**config.mk**
```make
export PLATFORM = sky130hd
export DESIGN_NAME = uoc_dev
export DESIGN_NICKNAME = d
export VERILOG_FILES = /design/src/verilog/uoc_pkg.sv /design/src/verilog/uoc_crc_next.sv /design/src/verilog/uoc_dev.sv
export SDC_FILE = /design/constraint.sdc
export NUM_CORES = 1
export LEC_CHECK = 0
export BUFFER_PORTS_ARGS = -buffer_cell sky130_fd_sc_hd__buf_2
export CORE_ASPECT_RATIO = 1.4
export CORE_MARGIN = 5
export CORE_UTILIZATION = 40
export CTS_BUF_LIST = sky130_fd_sc_hd__clkbuf_4 sky130_fd_sc_hd__clkbuf_8
export CTS_CLUSTER_SIZE = 28
export DETAILED_ROUTE_END_ITERATION = 12
export PLACE_DENSITY = 0.67
export SETUP_SLACK_MARGIN = 0.2
export SYNTH_ARGS = -nofsm -noshare
export SYNTH_HDL_FRONTEND = slang
export SYNTH_SLANG_ARGS = --single-unit
```
**constraint.sdc**
```tcl
create_clock -name core_clk_in -period 6.2 [get_ports core_clk_in]
set_input_delay 0 -clock core_clk_in [delete_from_list [all_inputs] [get_ports core_clk_in]]
set_output_delay 0 -clock core_clk_in [all_outputs]
set_load 0.005 [all_outputs]
```
**src/verilog/uoc_pkg.sv**
```systemverilog
package uoc_pkg;

  // ==========================================================
  // register map (byte offsets)
  localparam logic [7:0] UOC_CTRL_OFS   = 8'h00;
  localparam logic [7:0] UOC_COUNT_OFS  = 8'h04;
  localparam logic [7:0] UOC_STATUS_OFS = 8'h08;
  localparam logic [7:0] UOC_SENSE_OFS  = 8'h0C;
  localparam logic [7:0] UOC_CRC_OFS    = 8'h10;

  // ==========================================================
  // control register fields
  localparam int UOC_CTRL_GO_BIT     = 0;
  localparam int UOC_CTRL_START_BIT  = 1;
  localparam int UOC_CTRL_FINISH_BIT = 2;
  localparam int UOC_CTRL_TERM_BIT   = 3;
  localparam int UOC_CTRL_FAST_BIT   = 4;
  localparam int UOC_CTRL_KIND_LSB   = 5;
  localparam int UOC_CTRL_ABORT_BIT  = 7;

  // status register fields
  localparam int UOC_ST_BUSY_BIT  = 0;
  localparam int UOC_ST_DONE_BIT  = 1;
  localparam int UOC_ST_CRCE_BIT  = 2;
  localparam int UOC_ST_OVR_BIT   = 3;
  localparam int UOC_ST_ABT_BIT   = 4;
  localparam int UOC_ST_ERR_LSB   = 8;
  localparam int UOC_ST_CHK_BIT   = 16;

  // sense register fields
  localparam int UOC_SN_KEY_LSB  = 0;
  localparam int UOC_SN_ASC_LSB  = 8;
  localparam int UOC_SN_ASCQ_LSB = 16;

  // ==========================================================
  // error and sense codes
  localparam int         UOC_ERR_ICRC_BIT  = 7;
  localparam int         UOC_ERR_ABRT_BIT  = 2;
  localparam logic [3:0] UOC_KEY_ABORTED   = 4'hB;
  localparam logic [3:0] UOC_KEY_HARDWARE  = 4'h4;
  localparam logic [7:0] UOC_ASC_CRC       = 8'h08;
  localparam logic [7:0] UOC_ASCQ_CRC      = 8'h03;

  // ==========================================================
  // crc and extra words
  localparam logic [15:0] UOC_CRC_SEED    = 16'h4ABA;
  localparam logic [1:0]  UOC_EXTRA_SLOW  = 2'h2;
  localparam logic [1:0]  UOC_EXTRA_FAST  = 2'h3;

  // ==========================================================
  // timing
  localparam int         UOC_CLK_NS   = 10;
  localparam int         UOC_T_RP_NS  = 160;
  localparam logic [7:0] UOC_T_RP_CYC =
    8'((UOC_T_RP_NS + UOC_CLK_NS - 1) / UOC_CLK_NS);

  // ==========================================================
  // types
  typedef enum logic [1:0] {
    UOC_KIND_DMA   = 2'b00,
    UOC_KIND_SENSE = 2'b01,
    UOC_KIND_PKT   = 2'b10,
    UOC_KIND_RSVD  = 2'b11
  } uoc_kind_e;

  typedef enum logic [2:0] {
    UOC_IDLE  = 3'b000,
    UOC_REQ   = 3'b001,
    UOC_XFER  = 3'b010,
    UOC_DTERM = 3'b011,
    UOC_TERM  = 3'b100
  } uoc_fsm_e;

endpackage

```
**src/verilog/uoc_crc_next.sv**
```systemverilog
`timescale 1ns/1ps
module uoc_crc_next
  import uoc_pkg::*;
(
  input  wire logic [15:0] crc_state_current_in,
  input  wire logic [15:0] data_in,
  output logic      [15:0] crc_state_next_out
);

  // ==========================================================
  // feedback terms
  logic [16:1] fb;

  genvar i;
  generate
    // RL22 feedback terms
    for (i = 1; i <= 16; i++) begin : g_fb
      if (i >= 12) begin : g_hi
        assign fb[i] = data_in[i-1] ^ crc_state_current_in[16-i] ^
                       fb[i-4] ^ fb[i-11];
      end else if (i >= 5) begin : g_mid
        assign fb[i] = data_in[i-1] ^ crc_state_current_in[16-i] ^
                       fb[i-4];
      end else begin : g_lo
        assign fb[i] = data_in[i-1] ^ crc_state_current_in[16-i];
      end
    end
    // RL21 next state bits
    for (i = 0; i < 16; i++) begin : g_nx
      if (i >= 12) begin : g_hi
        assign crc_state_next_out[i] = fb[16-i] ^ fb[21-i] ^ fb[28-i];
      end else if (i >= 5) begin : g_mid
        assign crc_state_next_out[i] = fb[16-i] ^ fb[21-i];
      end else begin : g_lo
        assign crc_state_next_out[i] = fb[16-i];
      end
    end
  endgenerate

endmodule

```
**src/verilog/uoc_dev.sv**
```systemverilog
// Functional notes
// RL1: host ends burst by stopping strobe edges, then asserts stop.
// RL2: on host stop, drop dmarq quickly and keep it low.
// RL3: in host termination, negate ddmardy and hold it negated.
// RL4: the strobe rise after dmarq drops carries no data; ignore it.
// RL5: host drives its crc and then negates dmack.
// RL6: capture host crc at dmack negation, compare with own crc.
// RL7: release ddmardy promptly once dmack is negated.
// RL8: report command completion only after any burst has ended; a go pending with finish in idle starts its burst as done is set.
// RL9: device termination only after one word, by negating ddmardy.
// RL10: accept two extra words in slow modes, three in fast.
// RL11: drop dmarq at least trp after ddmardy; rearm after dmack.
// RL12: host asserts stop after device drops dmarq.
// RL13: crc register loads 4ABA at each burst start.
// RL14: crc updates once per data strobe edge only.
// RL15: keep first crc error of a command; later bursts never clear.
// RL16: after a crc error either finish or abort; report both ways.
// RL17: dma commands report icrc bit7 and abrt bit2.
// RL18: sense transfer error: chk, key 0Bh, sense data kept.
// RL19: other packet error: chk, key 04h, asc/ascq 08h/03h.
// RL20: end burst when command data is in; discard surplus words.
// RL21: polynomial x16+x12+x5+1, word at a time, bit 0 first.
// RL22: next crc from parallel feedback terms.
// RL23: a new command clears the saved crc error.
//
// The APB slave port and the register addresses were chosen for this implementation.
`timescale 1ns/1ps
module uoc_dev
  import uoc_pkg::*;
(
  input  wire logic        core_clk_in,
  input  wire logic        srst_in,
  input  wire logic        ce_in,
  input  wire logic        psel_in,
  input  wire logic        penable_in,
  input  wire logic        pwrite_in,
  input  wire logic [7:0]  paddr_in,
  input  wire logic [31:0] pwdata_in,
  output logic      [31:0] prdata_out,
  output logic             pready_out,
  output logic             pslverr_out,
  input  wire logic        dmack_n_in,
  input  wire logic        stop_in,
  input  wire logic        hstrobe_in,
  input  wire logic [15:0] dd_in,
  output logic             dmarq_out,
  output logic             ddmardy_n_out,
  output logic             ddmardy_oe_out,
  output logic      [15:0] wdata_out,
  output logic             wvalid_out,
  output logic             cmd_done_out
);

  // ==========================================================
  // state
  typedef struct packed {
    uoc_fsm_e    fsm;
    logic [2:0]  hs_sync;
    logic [2:0]  ack_sync;
    logic [1:0]  stop_sync;
    logic [15:0] dd_s1;
    logic [15:0] dd_s2;
    logic [15:0] crc;
    logic [15:0] host_crc;
    logic        dmarq;
    logic        rdy_n;
    logic        rdy_oe;
    logic [15:0] words_left;
    logic [15:0] burst_words;
    logic [1:0]  extra;
    logic [7:0]  tmr;
    logic        go_pend;
    logic        term_pend;
    logic        fin_pend;
    logic        fast;
    uoc_kind_e   kind;
    logic        abort_en;
    logic        crc_err;
    logic        overrun;
    logic        aborted;
    logic        done;
    logic [7:0]  err_reg;
    logic        chk;
    logic [3:0]  key;
    logic [7:0]  asc;
    logic [7:0]  ascq;
    logic [15:0] wdata;
    logic        wvalid;
    logic        pready;
    logic        pslverr;
    logic [31:0] prdata;
  } uoc_state_s;

  uoc_state_s st_r;
  uoc_state_s st_nxt;

  logic [15:0] crc_calc;

  function automatic logic addr_known(input logic [7:0] a);
    addr_known = (a == UOC_CTRL_OFS) || (a == UOC_COUNT_OFS) ||
                 (a == UOC_STATUS_OFS) || (a == UOC_SENSE_OFS) ||
                 (a == UOC_CRC_OFS);
  endfunction

  uoc_crc_next u_crc (
    .crc_state_current_in (st_r.crc),
    .data_in              (st_r.dd_s2),
    .crc_state_next_out   (crc_calc)
  );

  // ==========================================================
  // next state
  logic        hs_edge;
  logic        ack_rise;
  logic        stop_s;
  logic        data_edge;
  logic        wr_go;
  logic [31:0] rd_word;
  logic [1:0]  extra_max;

  always_comb begin
    st_nxt   = st_r;
    hs_edge  = st_r.hs_sync[1] ^ st_r.hs_sync[2];
    ack_rise = st_r.ack_sync[1] & ~st_r.ack_sync[2];
    stop_s   = st_r.stop_sync[1];
    extra_max = st_r.fast ? UOC_EXTRA_FAST : UOC_EXTRA_SLOW;
    st_nxt.wvalid = 1'b0;

    // link pins pass two flops before anything reads them
    st_nxt.hs_sync   = {st_r.hs_sync[1:0], hstrobe_in};
    st_nxt.ack_sync  = {st_r.ack_sync[1:0], dmack_n_in};
    st_nxt.stop_sync = {st_r.stop_sync[0], stop_in};
    st_nxt.dd_s1     = dd_in;
    st_nxt.dd_s2     = st_r.dd_s1;

    // RL14 only edges inside the data phase count
    data_edge = hs_edge &&
                (st_r.fsm == UOC_XFER || st_r.fsm == UOC_DTERM);

    // ---------------- apb slave ----------------
    wr_go = psel_in & penable_in & st_r.pready & pwrite_in;
    if (psel_in && penable_in && !st_r.pready) begin
      st_nxt.pready  = 1'b1;
      st_nxt.pslverr = ~addr_known(paddr_in);
      rd_word = 32'h0000_0000;
      unique case (paddr_in)
        UOC_CTRL_OFS: begin
          rd_word[UOC_CTRL_FAST_BIT]  = st_r.fast;
          rd_word[UOC_CTRL_KIND_LSB +: 2] = st_r.kind;
          rd_word[UOC_CTRL_ABORT_BIT] = st_r.abort_en;
        end
        UOC_COUNT_OFS:  rd_word[15:0] = st_r.words_left;
        UOC_STATUS_OFS: begin
          rd_word[UOC_ST_BUSY_BIT] = (st_r.fsm != UOC_IDLE);
          rd_word[UOC_ST_DONE_BIT] = st_r.done;
          rd_word[UOC_ST_CRCE_BIT] = st_r.crc_err;
          rd_word[UOC_ST_OVR_BIT]  = st_r.overrun;
          rd_word[UOC_ST_ABT_BIT]  = st_r.aborted;
          rd_word[UOC_ST_ERR_LSB +: 8] = st_r.err_reg;
          rd_word[UOC_ST_CHK_BIT]  = st_r.chk;
        end
        UOC_SENSE_OFS: begin
          rd_word[UOC_SN_KEY_LSB +: 4]  = st_r.key;
          rd_word[UOC_SN_ASC_LSB +: 8]  = st_r.asc;
          rd_word[UOC_SN_ASCQ_LSB +: 8] = st_r.ascq;
        end
        UOC_CRC_OFS: rd_word = {st_r.host_crc, st_r.crc};
        default:     rd_word = 32'h0000_0000;
      endcase
      st_nxt.prdata = pwrite_in ? 32'h0000_0000 : rd_word;
    end else begin
      rd_word = 32'h0000_0000;
      st_nxt.pready  = 1'b0;
      st_nxt.pslverr = 1'b0;
    end

    if (wr_go) begin
      unique case (paddr_in)
        UOC_CTRL_OFS: begin
          st_nxt.fast     = pwdata_in[UOC_CTRL_FAST_BIT];
          st_nxt.kind     = uoc_kind_e'(pwdata_in[UOC_CTRL_KIND_LSB +: 2]);
          st_nxt.abort_en = pwdata_in[UOC_CTRL_ABORT_BIT];
          if (pwdata_in[UOC_CTRL_GO_BIT]) begin
            st_nxt.go_pend = 1'b1;
          end
          if (pwdata_in[UOC_CTRL_TERM_BIT]) begin
            st_nxt.term_pend = 1'b1;
          end
          if (pwdata_in[UOC_CTRL_FINISH_BIT]) begin
            st_nxt.fin_pend = 1'b1;
          end
          // RL23 new command clears errors
          if (pwdata_in[UOC_CTRL_START_BIT]) begin
            st_nxt.crc_err  = 1'b0;
            st_nxt.overrun  = 1'b0;
            st_nxt.aborted  = 1'b0;
            st_nxt.done     = 1'b0;
            st_nxt.err_reg  = 8'h00;
            st_nxt.chk      = 1'b0;
            st_nxt.fin_pend = 1'b0;
          end
        end
        UOC_COUNT_OFS: st_nxt.words_left = pwdata_in[15:0];
        UOC_SENSE_OFS: begin
          st_nxt.key  = pwdata_in[UOC_SN_KEY_LSB +: 4];
          st_nxt.asc  = pwdata_in[UOC_SN_ASC_LSB +: 8];
          st_nxt.ascq = pwdata_in[UOC_SN_ASCQ_LSB +: 8];
        end
        default: st_nxt.err_reg = st_r.err_reg;
      endcase
    end

    // ---------------- data words ----------------
    if (data_edge) begin
      // RL14 one update per data edge
      st_nxt.crc = crc_calc;
      st_nxt.burst_words = st_r.burst_words + 16'h0001;
      // RL20 surplus words feed the crc but are dropped
      if (st_r.words_left != 16'h0000 && !st_r.aborted) begin
        st_nxt.words_left = st_r.words_left - 16'h0001;
        st_nxt.wdata  = st_r.dd_s2;
        st_nxt.wvalid = 1'b1;
      end
      // RL10 extra words after ddmardy negation
      if (st_r.fsm == UOC_DTERM) begin
        if (st_r.extra == extra_max) begin
          st_nxt.overrun = 1'b1;
        end else begin
          st_nxt.extra = st_r.extra + 2'h1;
        end
      end
    end

    // ---------------- burst sequencer ----------------
    unique case (st_r.fsm)
      UOC_IDLE: begin
        st_nxt.rdy_oe = 1'b0;
        st_nxt.rdy_n  = 1'b1;
        // RL11 rearm only while dmack is negated
        if (st_r.go_pend && st_r.ack_sync[1] &&
            st_r.words_left != 16'h0000 && !st_r.aborted) begin
          st_nxt.go_pend = 1'b0;
          st_nxt.dmarq   = 1'b1;
          // RL13 seed before any data moves
          st_nxt.crc         = UOC_CRC_SEED;
          st_nxt.burst_words = 16'h0000;
          st_nxt.extra       = 2'h0;
          st_nxt.term_pend   = 1'b0;
          st_nxt.fsm         = UOC_REQ;
        end
      end
      UOC_REQ: begin
        if (!st_r.ack_sync[1]) begin
          st_nxt.rdy_oe = 1'b1;
          if (!stop_s) begin
            st_nxt.rdy_n = 1'b0;
            st_nxt.fsm   = UOC_XFER;
          end
        end
      end
      UOC_XFER: begin
        if (stop_s && st_r.burst_words != 16'h0000) begin
          // RL2 drop dmarq on host stop
          st_nxt.dmarq = 1'b0;
          // RL3 ddmardy negated until the end
          st_nxt.rdy_n = 1'b1;
          st_nxt.fsm   = UOC_TERM;
        end else if (st_r.burst_words != 16'h0000 &&
                     (st_r.term_pend || st_r.words_left == 16'h0000 ||
                      st_r.aborted)) begin
          // RL9 device termination by ddmardy
          st_nxt.rdy_n     = 1'b1;
          st_nxt.term_pend = 1'b0;
          st_nxt.tmr       = UOC_T_RP_CYC;
          st_nxt.fsm       = UOC_DTERM;
        end
      end
      UOC_DTERM: begin
        // RL11 dmarq held until trp has passed
        if (st_r.tmr > 8'h01) begin
          st_nxt.tmr = st_r.tmr - 8'h01;
        end else begin
          st_nxt.tmr   = 8'h00;
          st_nxt.dmarq = 1'b0;
          st_nxt.fsm   = UOC_TERM;
        end
      end
      UOC_TERM: begin
        // RL4 strobe activity here is never data
        if (ack_rise) begin
          // RL6 latch and compare host crc
          st_nxt.host_crc = st_r.dd_s2;
          // RL7 release ddmardy
          st_nxt.rdy_oe = 1'b0;
          st_nxt.rdy_n  = 1'b1;
          st_nxt.fsm    = UOC_IDLE;
          // RL15 only the first error is kept
          if (st_r.dd_s2 != st_r.crc && !st_r.crc_err) begin
            st_nxt.crc_err = 1'b1;
            // RL16 optional abort, error reported either way
            if (st_r.abort_en) begin
              st_nxt.aborted  = 1'b1;
              st_nxt.fin_pend = 1'b1;
            end
            unique case (st_r.kind)
              UOC_KIND_SENSE: begin
                // RL18 aborted key, sense data kept
                st_nxt.chk = 1'b1;
                st_nxt.key = UOC_KEY_ABORTED;
              end
              UOC_KIND_PKT: begin
                // RL19 hardware key with crc codes
                st_nxt.chk  = 1'b1;
                st_nxt.key  = UOC_KEY_HARDWARE;
                st_nxt.asc  = UOC_ASC_CRC;
                st_nxt.ascq = UOC_ASCQ_CRC;
              end
              default: begin
                // RL17 icrc and abrt
                st_nxt.err_reg[UOC_ERR_ICRC_BIT] = 1'b1;
                st_nxt.err_reg[UOC_ERR_ABRT_BIT] = 1'b1;
              end
            endcase
          end
        end
      end
      default: begin
        st_nxt.fsm    = UOC_IDLE;
        st_nxt.dmarq  = 1'b0;
        st_nxt.rdy_oe = 1'b0;
      end
    endcase

    // RL8 completion waits for idle with dmack negated; a go pending in the same cycle still starts its burst
    if (st_r.fin_pend && st_r.fsm == UOC_IDLE && st_r.ack_sync[1] &&
        !(wr_go && paddr_in == UOC_CTRL_OFS &&
          pwdata_in[UOC_CTRL_START_BIT])) begin
      st_nxt.fin_pend = 1'b0;
      st_nxt.done     = 1'b1;
      st_nxt.go_pend  = 1'b0;
    end
  end

  // ==========================================================
  // registers
  always_ff @(posedge core_clk_in) begin
    if (srst_in) begin
      st_r          <= '0;
      st_r.fsm      <= UOC_IDLE;
      st_r.kind     <= UOC_KIND_DMA;
      st_r.hs_sync  <= 3'h7;
      st_r.ack_sync <= 3'h7;
      st_r.rdy_n    <= 1'b1;
      st_r.crc      <= UOC_CRC_SEED;
    end else if (ce_in) begin
      st_r <= st_nxt;
    end
  end

  // ==========================================================
  // outputs, all straight from flops
  assign prdata_out     = st_r.prdata;
  assign pready_out     = st_r.pready;
  assign pslverr_out    = st_r.pslverr;
  assign dmarq_out      = st_r.dmarq;
  assign ddmardy_n_out  = st_r.rdy_n;
  assign ddmardy_oe_out = st_r.rdy_oe;
  assign wdata_out      = st_r.wdata;
  assign wvalid_out     = st_r.wvalid;
  assign cmd_done_out   = st_r.done;

endmodule

```
==> impl_metrics.ini, run 1 <==
[setup_path]
cp.required_ns = 6.61
crit_path_end_kind = flip-flop
cp_cell_sequence = xor2_1, xnor3_1, xnor2_1, xor3_1, or4_1, o311a_1
cp.arrival_ns = 3.33
worst-path-max-fanout = 6
path_class = flip-flop to flip-flop
start_kind = flip-flop
cp_slowest_stage_delay_ns = 0.53
crit_buf_inv = 0
cp_slowest_cell = xnor3_1
critical-path-top-delay-family = XOR/XNOR gates

[cells_and_area]
num-fill-cells = 2347
fin_nets = 1327
fin_area_um2 = 11600
area_delta_synth_final_pct = 16.1
drive_above_1_share = 0.151
diodes = 0

[clocking]
cts_tree = yes
cts-root-buf = clkbuf_8
clk_latency_ns = 0.53
cts_max_level = 2
cts.sinks = 205
cts_inserted_buffers = 34
cts_resized = 0
cts_buffer_depth = 3
hold_buffers = 49
clkSlewWorstSetupHoldPaths_ns = 0.06
cts_setup_buffers = 0

[floorplanning]
die_h_um = 197
dieArea_um2 = 28200
io-pin-count = 120
start_util = 0.405
core_um2 = 24600
num_rows = 68
fp.dieW_um = 143

[routing]
wl_per_cell_um = 17.1
via_per_inst = 5.47
wirelength_um = 27200
drt_iter0_drc = 672
vias = 8715
drc = 0
drtPass1Iterations = 6
ant_nets = 0

[hold_path]
hold_path.class = input port to flip-flop

[power_and_ir_drop]
ir_drop_mv = 0.150
p_clk_frac = 0.450
power_switching_mw = 0.654
pwr-share-comb = 0.064
p_int_mw = 2.12
powerDensity_nw_per_um2 = 240
finalPower_mw = 2.77
switching_share = 0.236
power_frac_seq = 0.486
p_leak_nw = 4.76

[placement]
pre_cts_ws_ns = 3.32
gp_congestion = 0.899
dpl_cell_area_um2 = 10400
port_buffers = 111
dp_hpwl_um = 19100

[timing]
setup_tns_ns = 0
rsz0062_at_grt = false
finalHoldViolCount = 0
layout_setup_ws_ns = 3.28
min_period_ns = 2.92
finalSetupViolations = 0
slew_viol_final = 0
fin_hold_ws_ns = 0.0188
fin_crit_sh = 0.471
slew_headroom = 0.273
worst_pin_slew_ns = 1.08
timing.fmax_ghz = 0.342
finClkSkew_ns = 0.0279

[global_routing]
track_usage = 0.187
grt_pass1_wl_um = 43100
grt_max_degree = 77
first_global_vias = 8399
antenna_found_initial = 0
gr-total-overflow = 0

[logic_synthesis]
post-synth-top-count-cell = dfxtp_1
ys_seq_area_frac = 0.412
ys_warn_count = 0
synth_top_area_cell = dfxtp_1
async_flop_share = 0
ys_ff_latch = 205
postSynthAreaPerCell_um2 = 8.51
synth_commonest_cells = dfxtp_1, nor2_1, nand2_1, a21oi_1, clkbuf_1
syn-cell-area_um2 = 9970
synth_area_leaders = dfxtp_1, mux2i_1, nor2_1, nand2_1, a21oi_1
syn-num-nets = 1244
synthDistinctLibCells = 62
synth_edf_count = 0
synthCells = 1171
yosys_most_used_dff = dfxtp_1
yosysTopAreaCellShare = 0.412

[status]
status = completed

[job]
drv_cap = 0
[registers in the layout, indices dropped and copies added, names as in the netlist]
| register | flops |
|---|---|
| st_r | 129 |
| prdata_out | 32 |
| st_nxt | 21 |
| wdata_out | 16 |
| cmd_done_out | 1 |
| ddmardy_n_out | 1 |
| ddmardy_oe_out | 1 |
| dmarq_out | 1 |
| pready_out | 1 |
| pslverr_out | 1 |
| wvalid_out | 1 |
[worst register-to-register path: cells and delay by family (launching register included)]
family | cells | cell delay, ns
compound gates | 1 | 0.12
flops | 1 | 0.52
xor+xnor | 4 | 1.68
simple gates | 1 | 0.48
[power by group through the flow]
stage          sequential [mW]  combinational [mW]  clock (mW)
2_1_floorplan             1.37               0.110           0
3_3_place_gp              1.38               0.154           0
3_5_place_dp              1.38               0.155           0
4_1_cts                   1.35               0.178        1.28
5_1_grt                   1.35               0.192        1.34
6_report                  1.35               0.178        1.25
[logic make-up (layout without fill, tap and decap cells)]
| logic type | count (synthesis) | after routing | share of synthesized area |
|---|---|---|---|
| compound gates | 249 | 249 | 0.167 |
| xor+xnor | 81 | 81 | 0.0796 |
| simple gates | 418 | 418 | 0.195 |
| mux | 61 | 61 | 0.0612 |
| fa+ha+maj | 8 | 8 | 0.0100 |
| flops | 205 | 205 | 0.412 |
| buf+inv | 149 | 256 | 0.0750 |
[through the flow]
stage,instances,utilization
after floorplan,1171,-
after global placement,1484,0.421
after detailed placement,1484,0.421
final,1593,0.471
after CTS,1593,0.471
after global routing,1593,0.471
[placed cells by master (no fill, tap or decap), types with 17 or more instances in the layout]
cell type / instances
a21oi_1: 83
dfxtp_1: 205
o21ai_0: 25
xnor2_1: 42
xor2_1: 33
nor2_1: 145
clkbuf_8: 45
nand3_1: 17
inv_1: 25
a22oi_1: 40
a211oi_1: 17
buf_2: 109
dlygate4sd3_1: 49
nor3_1: 29
mux2i_1: 61
nand2_1: 128
[path summary, 6_finish.rpt]
check	startpoint	end	slack, ns	depth (start not counted)
max	st_r[169]$_SDFFE_PP0P_	st_r[166]$_SDFFE_PP1P_	3.28	6
min	pwdata_in[2]	st_r[119]$_SDFFE_PP0P_	0.02	4
max reg2reg	st_r[169]$_SDFFE_PP0P_	st_r[166]$_SDFFE_PP1P_	3.28	6
min reg2reg	prdata_out[16]$_SDFFE_PP0P_	prdata_out[16]$_SDFFE_PP0P_	0.45	2
[metal layers]
layer / GRT usage / share of wire / vias to the layer above
met5: 0 / 0 / -
met3: 0.0318 / 0.051 / 75
met1: 0.225 / 0.41 / 4127
met2: 0.319 / 0.50 / 253
li1: - / - / 4260
met4: 0.0949 / 0.044 / 0
[cell type report]
class | count | area, um^2 | share of cell area
Timing Repair Buffer | 170 | 1130 | 0.0973
Clock inverter | 7 | 48.8 | 0.00422
Multi-Input combinational cell | 817 | 5120 | 0.443
Inverter | 26 | 97.6 | 0.00843
Tap cell | 315 | 394 | 0.0341
Sequential cell | 205 | 4100 | 0.355
Clock buffer | 53 | 679 | 0.0587
(Power assumes the default switching activity.)
==> inputs of run 2 (changes only) <==
- clock period: 6.2 -> 3.05 ns (I/O delays scaled with it)
==> run 2 against run 1 <==
Clock skew down 0.016 ns. Hold slack better by 0.031 ns. Via count up 1.8%. Sequential power increased by 100%. Final cell count grew 1.9%. Clock power is 100% higher. Sequential share of layout area is 0.73 points lower. Fmax increased by 6.6%. Flip-flop and latch count stayed put. First-iteration DRC count fell by 2.8%. Critical endpoint is now st_r[159]$_SDFFE_PP1P_. Highest routed layer unchanged.
==> impl_metrics.ini, run 2 (synthesis results as in run 1) <==
[cells_and_area]
fin_nets = 1357
fin_cells = 1623
final_cell_mix = dfxtp_1, nor2_1, nand2_1
num-fill-cells = 2296
largest_register_ffs = 129
area_delta_synth_final_pct = 18.5
ff_latch_area_um2 = 4100
regMostFlops = st_r
diodes = 0
final_common_cell = dfxtp_1
drive_above_1_share = 0.169
multi_input_area_um2 = 5130

[setup_path]
crit_top_cell = buf_4
worst-path-max-fanout = 7
cp_slowest_cell = or4b_1
cp.required_ns = 3.48
rrSetupSlack_ns = 0.31
cp.arrival_ns = 3.17
start_kind = flip-flop
path_class = flip-flop to flip-flop
r2r_cells = 9
crit_path_end_kind = flip-flop
cp_slowest_stage_delay_ns = 0.48
cp_cell_sequence = inv_1, ha_1, or4b_1, nor4_4, buf_4, nor3_1, buf_4, a21oi_1, o211ai_1

[timing]
slew_viol_final = 0
worst_pin_slew_ns = 0.795
rsz0062_at_grt = false
slew_headroom = 0.470
finalSetupViolations = 0
fin_crit_sh = 0.898
layout_setup_ws_ns = 0.311
timing.fmax_ghz = 0.365
setup_tns_ns = 0
finalHoldViolCount = 0
finClkSkew_ns = 0.0115
min_period_ns = 2.74

[global_routing]
antenna_found_initial = 0
grt_max_degree = 71
grt_pass1_wl_um = 44700
track_usage = 0.194
first_global_vias = 8697
gr-total-overflow = 0

[routing]
drt_iter0_drc = 653
via_per_inst = 5.47
wirelength_um = 28200
drtPass1Iterations = 5
ant_nets = 0
vias = 8872
wl_per_cell_um = 17.4
drc = 0

[clocking]
cts_max_level = 1
cts-root-buf = clkbuf_8
cts.sinks = 205
clk_latency_ns = 0.59
clkSlewWorstSetupHoldPaths_ns = 0.07
cts_tree = yes
cts_buffer_depth = 3
cts_inserted_buffers = 31

[floorplanning]
fp.dieW_um = 143
start_util = 0.405
core_um2 = 24600
num_rows = 68
dieArea_um2 = 28200
die_h_um = 197
io-pin-count = 120

[power_and_ir_drop]
finalPower_mw = 5.65
p_leak_nw = 4.92
ir_drop_mv = 0.309
powerDensity_nw_per_um2 = 478

[placement]
pre_cts_ws_ns = 0.355
port_buffers = 111
dp.cells = 1512
gp_congestion = 0.889
dp_hpwl_um = 19800

[job]
drv_cap = 0

[hold_path]
holdPathStages = 4
hold_path.class = input port to flip-flop

[status]
status = completed
## run 2: changes by cell type in the layout (fill, tap and decap cells not counted), sizes merged
cell,before,now
buf,121,151
clkbuf,53,50
dlygate4sd3,49,52
bufinv,0,2
clkinvlp,1,0
inv,27,26
## run 2: where the power goes
group / switching, mW / total (mW) / internal (mW)
Clock: 1.09 / 2.54 / 1.46
Combinational: 0.199 / 0.375 / 0.176
Sequential: 0.0292 / 2.73 / 2.71
## run 2: worst paths after layout
path,endpoint,start
min reg2reg,wdata_out[7]$_SDFFE_PP0P_,wdata_out[7]$_SDFFE_PP0P_
min,pready_out$_SDFFE_PP0P_,penable_in
max,st_r[159]$_SDFFE_PP1P_,st_r[117]$_SDFFE_PP0P_
max reg2reg,st_r[159]$_SDFFE_PP1P_,st_r[117]$_SDFFE_PP0P_
## run 2: layer usage
metal  GRT usage  up-vias  routed length, um
li1            -     4306                  -
met5           0        -                  0
met2       0.335      293              13900
met3      0.0235       69               1600
met4      0.0907        0               1220
met1       0.238     4204              11400
## run 2: metrics by stage
step | util | cell area, um^2 | hold WS, ns
2_1_floorplan | - | 9970 | 0.122
3_3_place_gp | 0.430 | 10600 | 0.209
3_5_place_dp | 0.430 | 10600 | 0.213
4_1_cts | 0.480 | 11800 | 0.0208
5_1_grt | 0.481 | 11800 | 0.0959
6_report | 0.481 | 11800 | 0.0503
## run 2: what timing repair did
| action | CTS | global route |
|---|---|---|
| hold buffers | 52 | 0 |
| setup buffers | 0 | 2 |
| gates resized for setup | 0 | 1 |
| endpoints found under the hold margin | 95 | 0 |
| setup endpoints to repair | 0 | 7 |
## run 2: worst max-delay path: cells and delay by family, from the launching register on
family / cells / cell delay, ns
AND/OR/NAND/NOR: 3 / 0.95
flip-flops: 1 / 0.39
buffers and inverters: 3 / 0.48
AO/OA/AOI/OAI: 2 / 0.63
adder cells (fa/ha/maj): 1 / 0.14
## run 2: cell type report
cell class                      instances  area share
Clock buffer                           50      0.0524
Clock inverter                          7     0.00773
Sequential cell                       205       0.347
Tap cell                              315      0.0334
Multi-Input combinational cell        817       0.434
Timing Repair Buffer                  203       0.117
Inverter                               26     0.00826
==> inputs of run 3 (changes only) <==
- BUFFER_PORTS_ARGS: -buffer_cell sky130_fd_sc_hd__buf_2 -> -buffer_cell sky130_fd_sc_hd__clkbuf_2
- SETUP_SLACK_MARGIN: 0.2 -> unset
==> run 3 against run 2 <==
Final cell count fell by 0.92%. Register-to-register slack improved by 0.02 ns. Via count fell by 1.8%. Hold slack got worse by 0.023 ns. Core utilization fell by 0.73 points. Worst setup slack improved by 0.015 ns. Global-route usage fell by 0.16 points. Non-clock buffer count fell by 10. Highest routed layer unchanged.
==> impl_metrics.ini, run 3 (synthesis results as in run 1) <==
[status]
status = completed

[power_and_ir_drop]
p_int_mw = 4.12
power_frac_seq = 0.505
powerDensity_nw_per_um2 = 465
pwr-share-comb = 0.070
p_clk_frac = 0.425
switching_share = 0.238
ir_drop_mv = 0.267
power_switching_mw = 1.29
p_leak_nw = 4.78

[timing]
setup_tns_ns = 0
worst_pin_slew_ns = 1.02
finalHoldViolCount = 0
fin_crit_sh = 0.893
finClkSkew_ns = 0.0180
rsz0062_at_grt = false
slew_viol_final = 0
layout_setup_ws_ns = 0.326
timing.fmax_ghz = 0.367
finalSetupViolations = 0
min_period_ns = 2.72
slew_headroom = 0.311

[setup_path]
crit_path_end_kind = flip-flop
r2r-end = st_r[166]$_SDFFE_PP1P_
worst-path-max-fanout = 3
cp-endpoint = st_r[166]$_SDFFE_PP1P_
rrSetupSlack_ns = 0.33
cp.required_ns = 3.51
cp.arrival_ns = 3.19
r2r_cells = 6
path_class = flip-flop to flip-flop
start_kind = flip-flop
critPathLaunch = st_r[166]$_SDFFE_PP1P_
rr_startpoint = st_r[166]$_SDFFE_PP1P_

[cells_and_area]
ff_latch_area_um2 = 4100
final_common_cell = dfxtp_1
fin_nets = 1347
num-fill-cells = 2383
regMostFlops = st_r
area_delta_synth_final_pct = 16.7
diodes = 0
final_cell_mix = dfxtp_1, nor2_1, nand2_1
largest_register_ffs = 129
multi_input_area_um2 = 5120
drive_above_1_share = 0.163

[routing]
wirelength_um = 27900
drc = 0
drt_iter0_drc = 676
via_per_inst = 5.42
wl_per_cell_um = 17.3
drtPass1Iterations = 5
ant_nets = 0
vias = 8714

[placement]
gp_congestion = 0.866
port_buffers = 111
pre_cts_ws_ns = 0.378
dp_hpwl_um = 19700

[clocking]
cts_resized = 0
cts-root-buf = clkbuf_8
cts_setup_buffers = 0
cts_inserted_buffers = 31
cts.sinks = 205
cts_buffer_depth = 3
cts_max_level = 1
clk_latency_ns = 0.58
cts_tree = yes
clkSlewWorstSetupHoldPaths_ns = 0.06

[job]
drv_cap = 0

[floorplanning]
start_util = 0.405
dieArea_um2 = 28200
core_um2 = 24600
fp.dieW_um = 143
die_h_um = 197
num_rows = 68
io-pin-count = 120

[global_routing]
gr-total-overflow = 0
grt_max_degree = 90
first_global_vias = 8561
grt_pass1_wl_um = 44400
antenna_found_initial = 0
track_usage = 0.192

[hold_path]
min_from = penable_in
hold_path.class = input port to flip-flop
holdPathStages = 6
-- run 3: routing by layer --
metal	GRT usage	vias up	part of all wire
met3	0.0269	73	0.055
li1	-	4283	-
met4	0.0803	0	0.040
met2	0.336	264	0.50
met1	0.235	4094	0.41
met5	0	-	0
-- run 3: power groups by stage --
stage / logic (mW) / clock network (mW) / registers (mW)
floorplan: 0.224 / 0 / 2.78
global placement: 0.330 / 0 / 2.79
detailed placement: 0.331 / 0 / 2.79
CTS: 0.380 / 2.35 / 2.73
global route: 0.411 / 2.47 / 2.74
finish: 0.381 / 2.30 / 2.73
-- run 3: how the worst min path moves through the flow --
stage / slack [ns] / end
finish: 0.03 / prdata_out[16]$_SDFFE_PP0P_
global route: 0.07 / ddmardy_oe_out$_SDFFE_PP0P_
CTS: 0.009 / prdata_out[16]$_SDFFE_PP0P_
detailed placement: 0.22 / st_nxt[203]$_SDFFE_PP1P_
global placement: 0.21 / st_nxt[203]$_SDFFE_PP1P_
floorplan: 0.12 / st_nxt[203]$_SDFFE_PP1P_
-- run 3: cell type report --
| type | instances | area share |
|---|---|---|
| inverters | 26 | 0.00839 |
| multi-input cells | 817 | 0.440 |
| repair buffers | 193 | 0.111 |
| clock buffers | 48 | 0.0514 |
| clock inverters | 4 | 0.00247 |
| well taps | 315 | 0.0339 |
| flip-flops and latches | 205 | 0.353 |
-- run 3: worst max-delay path, cell delays in order, from the launching register on --
cell	delay (ns)
dfxtp_1	0.40
xor2_1	0.34
xnor3_1	0.56
xnor2_1	0.31
xor3_1	0.40
or4_1	0.48
o311a_1	0.12
-- run 3: timing repair --
| action | CTS | global route |
|---|---|---|
| hold endpoints to repair | 76 | 0 |
| endpoints found under the setup margin | 0 | 0 |
| hold buffers | 46 | 0 |
-- run 3: metrics by stage --
| stage | instance area (um^2) | instances | hold slack [ns] | utilization | total power [mW] |
|---|---|---|---|---|---|
| floorplan | 9970 | 1171 | 0.122 | - | 3.00 |
| CTS | 11600 | 1608 | 0.00877 | 0.473 | 5.46 |
| global route | 11600 | 1608 | 0.0657 | 0.473 | 5.62 |
| global placement | 10500 | 1510 | 0.211 | 0.429 | 3.12 |
| detailed placement | 10500 | 1510 | 0.217 | 0.429 | 3.12 |
| finish | 11600 | 1608 | 0.0269 | 0.473 | 5.41 |
